==> config.mk <==
export PLATFORM = sky130hd
export DESIGN_NAME = stpcr_regs
export DESIGN_NICKNAME = d
export VERILOG_FILES = /design/src/include/stpcr_pkg.sv /design/src/verilog/stpcr_regs.sv
export VERILOG_INCLUDE_DIRS = /design/src /design/src/include
export SDC_FILE = /design/constraint.sdc
export NUM_CORES = 1
export LEC_CHECK = 0
export ABC_CLOCK_PERIOD_IN_PS = 7600
export CORE_MARGIN = 2
export CORE_UTILIZATION = 35
export CTS_CLUSTER_SIZE = 20
export DETAILED_ROUTE_END_ITERATION = 6
export DONT_BUFFER_PORTS = 1
export PLACE_DENSITY = 0.58
export SETUP_SLACK_MARGIN = 0.05
export SLEW_MARGIN = 20
export SYNTH_ARGS = -nofsm -noshare
export SYNTH_HDL_FRONTEND = slang
export SYNTH_SLANG_ARGS = --single-unit
==> constraint.sdc <==
create_clock -name clk_sys -period 7.6 [get_ports clk_sys]
set_input_delay 0.76 -clock clk_sys [delete_from_list [all_inputs] [get_ports clk_sys]]
set_output_delay 0.76 -clock clk_sys [all_outputs]
set_load 0.05 [all_outputs]
==> src/include/stpcr_consts.svh <==
`ifndef STPCR_CONSTS_SVH
`define STPCR_CONSTS_SVH

// Register offsets
`define STPCR_OFF_CR0        3'h1
`define STPCR_OFF_CR1        3'h2
`define STPCR_OFF_CR2        3'h3
`define STPCR_OFF_FAULT_A    3'h4
`define STPCR_OFF_X_OVC      3'h5
`define STPCR_OFF_Y_THERM    3'h6
`define STPCR_OFF_POSITION   3'h7

// Reset values
`define STPCR_CTRL_RST       8'h00
`define STPCR_STAT_RST       8'h00

// Control field positions
`define STPCR_MODE_MSB       7
`define STPCR_MODE_LSB       5
`define STPCR_CUR_MSB        4
`define STPCR_CUR_LSB        0
`define STPCR_DIRINV_BIT     7
`define STPCR_STEPPOL_BIT    6
`define STPCR_SLEW_MSB       1
`define STPCR_SLEW_LSB       0
`define STPCR_MOTEN_BIT      7

// Status field positions
`define STPCR_PAR_BIT        7
`define STPCR_TW_BIT         6
`define STPCR_CPF_BIT        5
`define STPCR_OPEN_COIL_X_FLAG_BIT      3
`define STPCR_OPEN_COIL_Y_FLAG_BIT      2
`define STPCR_OVC_MSB        6
`define STPCR_OVC_LSB        3
`define STPCR_TSD_BIT        2

// Parity sense: 1'b0 gives even parity over all eight bits
`define STPCR_PAR_ODD        1'b0

`endif

==> src/include/stpcr_pkg.sv <==
package stpcr_pkg;

  typedef enum logic [2:0] {
    STPCR_M32,
    STPCR_M16,
    STPCR_M8,
    STPCR_M4,
    STPCR_HALF_UNCOMP,
    STPCR_HALF_COMP,
    STPCR_FULL,
    STPCR_MODE_RSVD
  } stpcr_mode_t;

  // Raw fault and monitor conditions from the analog side
  typedef struct packed {
    logic       thermal_warning_flag;
    logic       cp_fail_flag;
    logic       open_coil_x_flag;
    logic       open_coil_y_flag;
    logic [3:0] x_ovc;     // pos top, pos bottom, neg top, neg bottom
    logic [3:0] y_ovc;
    logic       thermal_shutdown_flag;
  } stpcr_cond_t;

  typedef struct packed {
    logic       en;
    logic [2:0] addr;
    logic [7:0] data;
  } stpcr_wr_t;

endpackage

==> src/verilog/stpcr_regs.sv <==
`timescale 1ns/100ps
`include "stpcr_consts.svh"

// Notes on behaviour
// - Bridge outputs are disabled while motor enable is 0, enabled while 1.
// - Direction pin equal to invert bit gives clockwise, differing gives counter-clockwise.
// - Step advances on rising step edge when polarity is 0, falling when 1.
// - Five-bit current code maps through fixed table, 15 mA up to 800 mA.
// - Slew code 00,01,10,11 gives 150,100,50,25 V per microsecond.
// - Mode code selects 1/32..1/4, half uncompensated, half compensated, full, reserved.
// - Four read-only status registers clear to zero on reset.
// - Fault register: parity bit 7, thermal warning 6, pump failure 5, live.
// - Fault register: open coil X bit 3, Y bit 2; bits 4,1,0 zero.
// - X over-current register holds four bridge flags in bits 6 to 3.
// - X over-current flags are latched beyond the end of the event.
// - Y register holds four bridge over-current flags in bits 6 to 3.
// - Y register holds latched thermal shutdown in bit 2.
// - Position register shows live micro-step position low seven bits, parity bit 7.
// - Status snapshot refreshes only while serial chip select is high.
module stpcr_regs (
  input  wire logic                 clk_sys,
  input  wire logic                 rst,
  input  wire stpcr_pkg::stpcr_wr_t wr,
  input  wire logic                 rd_load,
  input  wire logic [2:0]           rd_addr,
  output logic [7:0]                rd_data,
  input  wire logic                 serial_chip_select,
  input  wire logic                 direction_pin,
  input  wire logic                 step_input_pin,
  input  wire stpcr_pkg::stpcr_cond_t cond,
  input  wire logic [6:0]           microstep_position,
  output logic                      bridge_enable,
  output logic                      dir_ccw,
  output logic                      step_pulse,
  output logic [9:0]                coil_current_ma,
  output logic [7:0]                slope_v_per_us,
  output stpcr_pkg::stpcr_mode_t    step_mode
);
  import stpcr_pkg::*;

  localparam logic [9:0] CUR_LUT [32] = '{
    10'h00F, 10'h01E, 10'h02D, 10'h032, 10'h037, 10'h03D, 10'h043, 10'h04A,
    10'h052, 10'h05B, 10'h064, 10'h06E, 10'h07A, 10'h087, 10'h095, 10'h0A4,
    10'h0B5, 10'h0C8, 10'h0DD, 10'h0F4, 10'h10D, 10'h129, 10'h148, 10'h16A,
    10'h190, 10'h1B9, 10'h1E7, 10'h21A, 10'h252, 10'h290, 10'h2D4, 10'h320
  };
  localparam logic [7:0] SLOPE_LUT [4] = '{8'h96, 8'h64, 8'h32, 8'h19};
  localparam int SYNC_W = $bits(stpcr_cond_t) + 3;

  function automatic logic [7:0] with_par(input logic [6:0] d);
    with_par = {(^d) ^ `STPCR_PAR_ODD, d};
  endfunction

  ////////////////////////////////////////////////////////////////////////////
  // Pin synchronisers: stage one feeds stage two only
  logic [SYNC_W-1:0] sync1_r, sync2_r;
  logic              step_d_r;
  stpcr_cond_t       cond_s;
  logic              cs_s, dir_s, step_s;

  assign {cond_s, cs_s, dir_s, step_s} = sync2_r;

  always_ff @(posedge clk_sys or posedge rst) begin
    if (rst) begin
      sync1_r  <= '0;
      sync2_r  <= '0;
      step_d_r <= 1'b0;
    end else begin
      sync1_r  <= {cond, serial_chip_select, direction_pin, step_input_pin};
      sync2_r  <= sync1_r;
      step_d_r <= step_s;
    end
  end

  ////////////////////////////////////////////////////////////////////////////
  // Control registers
  logic [7:0] cr0_r, cr1_r, cr2_r, cr0_nxt, cr1_nxt, cr2_nxt;

  always_comb begin
    cr0_nxt = cr0_r;
    cr1_nxt = cr1_r;
    cr2_nxt = cr2_r;
    if (wr.en) begin
      case (wr.addr)
        `STPCR_OFF_CR0: cr0_nxt = wr.data;
        `STPCR_OFF_CR1: cr1_nxt = wr.data;
        `STPCR_OFF_CR2: cr2_nxt = wr.data;
        default: ;
      endcase
    end
  end

  always_ff @(posedge clk_sys or posedge rst) begin
    if (rst) begin
      cr0_r <= `STPCR_CTRL_RST;
      cr1_r <= `STPCR_CTRL_RST;
      cr2_r <= `STPCR_CTRL_RST;
    end else begin
      cr0_r <= cr0_nxt;
      cr1_r <= cr1_nxt;
      cr2_r <= cr2_nxt;
    end
  end

  ////////////////////////////////////////////////////////////////////////////
  // Decoded control outputs
  logic [4:0]  peak_current_code;
  logic [1:0]  slew_rate_code;
  logic [2:0]  step_mode_code;
  logic        step_pol;
  logic        bridge_en_nxt, dir_ccw_nxt, step_pulse_nxt;
  logic [9:0]  cur_nxt;
  logic [7:0]  slope_nxt;
  stpcr_mode_t mode_nxt;

  assign peak_current_code = cr0_r[`STPCR_CUR_MSB:`STPCR_CUR_LSB];
  assign step_mode_code    = cr0_r[`STPCR_MODE_MSB:`STPCR_MODE_LSB];
  assign slew_rate_code    = cr1_r[`STPCR_SLEW_MSB:`STPCR_SLEW_LSB];
  assign step_pol          = cr1_r[`STPCR_STEPPOL_BIT];

  always_comb begin
    bridge_en_nxt  = cr2_r[`STPCR_MOTEN_BIT];
    dir_ccw_nxt    = dir_s ^ cr1_r[`STPCR_DIRINV_BIT];
    step_pulse_nxt = step_pol ? (step_d_r & ~step_s)
                              : (step_s & ~step_d_r);
    cur_nxt        = CUR_LUT[peak_current_code];
    slope_nxt      = SLOPE_LUT[slew_rate_code];
    mode_nxt       = stpcr_mode_t'(step_mode_code);
  end

  always_ff @(posedge clk_sys or posedge rst) begin
    if (rst) begin
      bridge_enable   <= 1'b0;
      dir_ccw         <= 1'b0;
      step_pulse      <= 1'b0;
      coil_current_ma <= 10'h000;
      slope_v_per_us  <= 8'h00;
      step_mode       <= STPCR_M32;
    end else begin
      bridge_enable   <= bridge_en_nxt;
      dir_ccw         <= dir_ccw_nxt;
      step_pulse      <= step_pulse_nxt;
      coil_current_ma <= cur_nxt;
      slope_v_per_us  <= slope_nxt;
      step_mode       <= mode_nxt;
    end
  end

  ////////////////////////////////////////////////////////////////////////////
  // Latched fault flags and status snapshot
  logic [3:0] xlat_r, ylat_r, xlat_nxt, ylat_nxt;
  logic       tsd_r, tsd_nxt, clr_x, clr_y;
  logic [7:0] st_r [4];
  logic [7:0] st_nxt [4];
  logic [7:0] rd_nxt;

  assign clr_x = rd_load & (rd_addr == `STPCR_OFF_X_OVC);
  assign clr_y = rd_load & (rd_addr == `STPCR_OFF_Y_THERM);

  always_comb begin
    // A new event in the clearing cycle keeps the flag set
    xlat_nxt = (xlat_r & {4{~clr_x}}) | cond_s.x_ovc;
    ylat_nxt = (ylat_r & {4{~clr_y}}) | cond_s.y_ovc;
    tsd_nxt  = (tsd_r & ~clr_y) | cond_s.thermal_shutdown_flag;
    st_nxt   = st_r;
    if (cs_s) begin
      st_nxt[0] = with_par({cond_s.thermal_warning_flag, cond_s.cp_fail_flag, 1'b0,
                            cond_s.open_coil_x_flag, cond_s.open_coil_y_flag,
                            2'b00});
      st_nxt[1] = with_par({xlat_r, 3'b000});
      st_nxt[2] = with_par({ylat_r, tsd_r, 2'b00});
      st_nxt[3] = with_par(microstep_position);
    end
    case (rd_addr)
      `STPCR_OFF_CR0:      rd_nxt = cr0_r;
      `STPCR_OFF_CR1:      rd_nxt = cr1_r;
      `STPCR_OFF_CR2:      rd_nxt = cr2_r;
      `STPCR_OFF_FAULT_A:  rd_nxt = st_r[0];
      `STPCR_OFF_X_OVC:    rd_nxt = st_r[1];
      `STPCR_OFF_Y_THERM:  rd_nxt = st_r[2];
      `STPCR_OFF_POSITION: rd_nxt = st_r[3];
      default:             rd_nxt = 8'h00;
    endcase
    if (!rd_load) begin
      rd_nxt = rd_data;
    end
  end

  always_ff @(posedge clk_sys or posedge rst) begin
    if (rst) begin
      xlat_r  <= 4'h0;
      ylat_r  <= 4'h0;
      tsd_r   <= 1'b0;
      rd_data <= 8'h00;
      for (int i = 0; i < 4; i++) begin
        st_r[i] <= `STPCR_STAT_RST;
      end
    end else begin
      xlat_r  <= xlat_nxt;
      ylat_r  <= ylat_nxt;
      tsd_r   <= tsd_nxt;
      rd_data <= rd_nxt;
      st_r    <= st_nxt;
    end
  end
endmodule

==> metrics <==
PnR Total Power=0.002006 W; worst r2r src=cr0_r[0]$_DFFE_PP0P_; worst skew pair latency=0.40 ns; Avg Synthesized Cell Area=12.98 um^2; WL/cell=17.07 um; top cell type's share of synthesized area=0.5937; die height=124.7 um; via count=2,952; P_leak=2.419 nW; prevailing post-synth register cell=dfrtp_1; row cnt=44; die width=124.7 um; Overall Global Routing Usage=0.1375; CP Max Fanout=2; clk_skew=0.009928 ns; WP data arrival=1.30 ns; Synth Instances=393; fin crit period=2.064 ns; clock group share of total power=0.412; antenna cells=0; vias per cell=5.055; pre-CTS WS=5.299 ns; period utilization=0.2715; Hold Vio Cnt, Final=0; number of flops mapped to enable cells by yosys=0; Setup crit end kind=output pin; Sw Pwr=0.0006066 W; met2 wire len=4.897 mm; Post-CTS Resized=0; num ports=73; post-synth cell types=49; Reg power frac=0.485; met3 WL=699 um; end of the worst register-to-register path=coil_current_ma[3]$_DFF_PP0_; WL final=9.969 mm; mapped cell area=5100 um^2; Detailed Place HPWL=6.692 mm; overflow left after global routing=0; CP Class=reg2out; largest net degree at the start of global routing=70; die area=15,550 um^2; synth-to-layout area growth=13.52%; Core Util, Final=0.4029; post-synthesis sequential area ratio=0.5937; Synth Register Bits=121; Max transition margin=0.3311; Worst Max-Slew Pin Slew=1.003 ns; Final Setup Violations=0; DP Cell Count=556; first-pass GRT wire length=16.38 mm; drt initial violations=211; GP Congestion=0.7734; Inserted Clock Buffers=17; top layer in use=met4; Starting Density=0.3549; ANT nets after route=0; hold crit path type=in2async; Req. time, crit path=6.84 ns; outcome=complete, no violations; Worst-path clk slew=0.06 ns; Metal-1 WL=4.256 mm; yosys warns=0; clk root buf=clkbuf_16; Setup TNS=0 ns; Worst R2R Setup Slack=5.62 ns; FMAX=484.6 MHz; IO Port Bufs=0; worst setup margin=5.536 ns; Sw Ratio=0.3024; Layout Nets=446; worst reg-to-reg path cell count=5; ys async rst share=1.000; Mapped Nets=448; Final Max Tran Viols=0; top cell type by total area after synthesis=dfrtp_1; initial antenna violation count=0; CTS tree=done; Setup crit start kind=register; DR pass1 iterations=4; floorplan core area=14,370 um^2; postcts setup bufs=0; Pint=0.001399 W; vias in the first global route=3,039; DRC Markers=0; TritonCTS Sinks=121; Comb pwr share=0.103; hold buffers post-CTS=0; maxcap violations=0; worst vdd ir=0.0001939 V; final cell count without fillers=584; top cells by area, synth=dfrtp_1, mux2_2, ha_1, xnor2_1, mux2i_1; Max Buffers Root-to-Sink=2; Fill cells=1,311; fraction of layout cells with a size suffix above 1=0.2000; RSZ-0062 raised after global routing=false; CTS H-tree lvls=4; Power Dens Cells=346.5 nW/um^2
## stage by stage
step           hold slack (ns)  area, um^2
3_5_place_dp            0.3347        5176
2_1_floorplan           0.3312        5100
3_3_place_gp            0.3320        5176
5_1_grt                 0.3498        5789
6_report                0.3086        5789
4_1_cts                 0.3309        5781
## cell usage after synthesis, types with 3 or more instances
cell type / instances
o22ai_1: 8
ha_1: 14
mux2i_1: 11
nand3_1: 8
a22o_1: 3
a221oi_1: 3
buf_4: 4
a21o_1: 9
nor2b_1: 4
nand3b_1: 9
dfrtp_1: 121
inv_1: 16
mux2_2: 42
o21ai_0: 22
a21oi_1: 16
xnor2_1: 15
buf_2: 10
a211oi_1: 3
clkbuf_8: 3
a22oi_1: 3
nor2_1: 11
xor2_1: 4
nand2_1: 18
buf_6: 4
## how the worst max path moves through the flow
stage	slack, ns	depth (start not counted)	endpoint	startpoint
CTS	5.50	0	slope_v_per_us[3]	slope_v_per_us[3]$_DFF_PP0_
finish	5.54	0	slope_v_per_us[3]	slope_v_per_us[3]$_DFF_PP0_
detailed placement	5.30	2	cr1_r[4]$_DFFE_PP0P_	wr[8]
global route	5.44	5	coil_current_ma[3]$_DFF_PP0_	cr0_r[1]$_DFFE_PP0P_
global placement	5.37	2	cr1_r[4]$_DFFE_PP0P_	wr[8]
floorplan	3.63	1	bridge_enable$_DFF_PP0_	rst
## cells in the final DEF, fill, tap and decap left out, types with 4 or more instances in the layout
cell type	n
mux2_2	42
o21ai_0	22
bufinv_16	4
a21oi_1	16
a21o_1	9
o22ai_1	8
xor2_1	4
mux2i_1	11
clkbuf_16	17
ha_1	14
dfrtp_1	121
nand3b_1	9
inv_1	15
nor2b_1	4
nand3_1	8
xnor2_1	15
nor2_1	11
nand2_1	18
## registers in the layout (all words and copies together) (netlist names), 7 cells and up
name             flops
cr2_r                8
sync2_r             16
cr1_r                8
sync1_r             16
slope_v_per_us       7
coil_current_ma     10
rd_data              8
st_r                24
cr0_r                8
## cell families after synthesis
family | after synthesis | share of synthesized area
flops | 121 | 0.5937
compound gates | 84 | 0.1089
simple gates | 63 | 0.06870
mux | 53 | 0.1143
buf+inv | 38 | 0.04514
xor+xnor | 19 | 0.03263
fa+ha+maj | 15 | 0.03656
## layer usage
metal,track usage,vias to the layer above
li1,-,1379
met1,0.1620,1490
met2,0.2202,76
met3,0.06271,7
met4,0.05221,0
met5,0,-
## power by group through the flow
stage	Sequential [W]	Combinational [W]	Clock, W
2_1_floorplan	0.000942	0.000205	0
3_3_place_gp	0.000985	0.000202	0
3_5_place_dp	0.000988	0.000207	0
4_1_cts	0.000977	0.000208	0.000849
5_1_grt	0.000988	0.000234	0.000879
6_report	0.000974	0.000206	0.000826
## area by class of cell
type | instances | area (um^2) | area share
clock buffer | 20 | 456.7 | 0.07888
clock inverter | 8 | 147.6 | 0.02550
inverter | 16 | 62.56 | 0.01081
multi-input combinational | 234 | 1857 | 0.3207
sequential | 121 | 3028 | 0.5230
tap | 184 | 230.2 | 0.03977
timing repair buffer | 1 | 7.507 | 0.001297
Note: power is estimated with default switching activity, not from simulation.
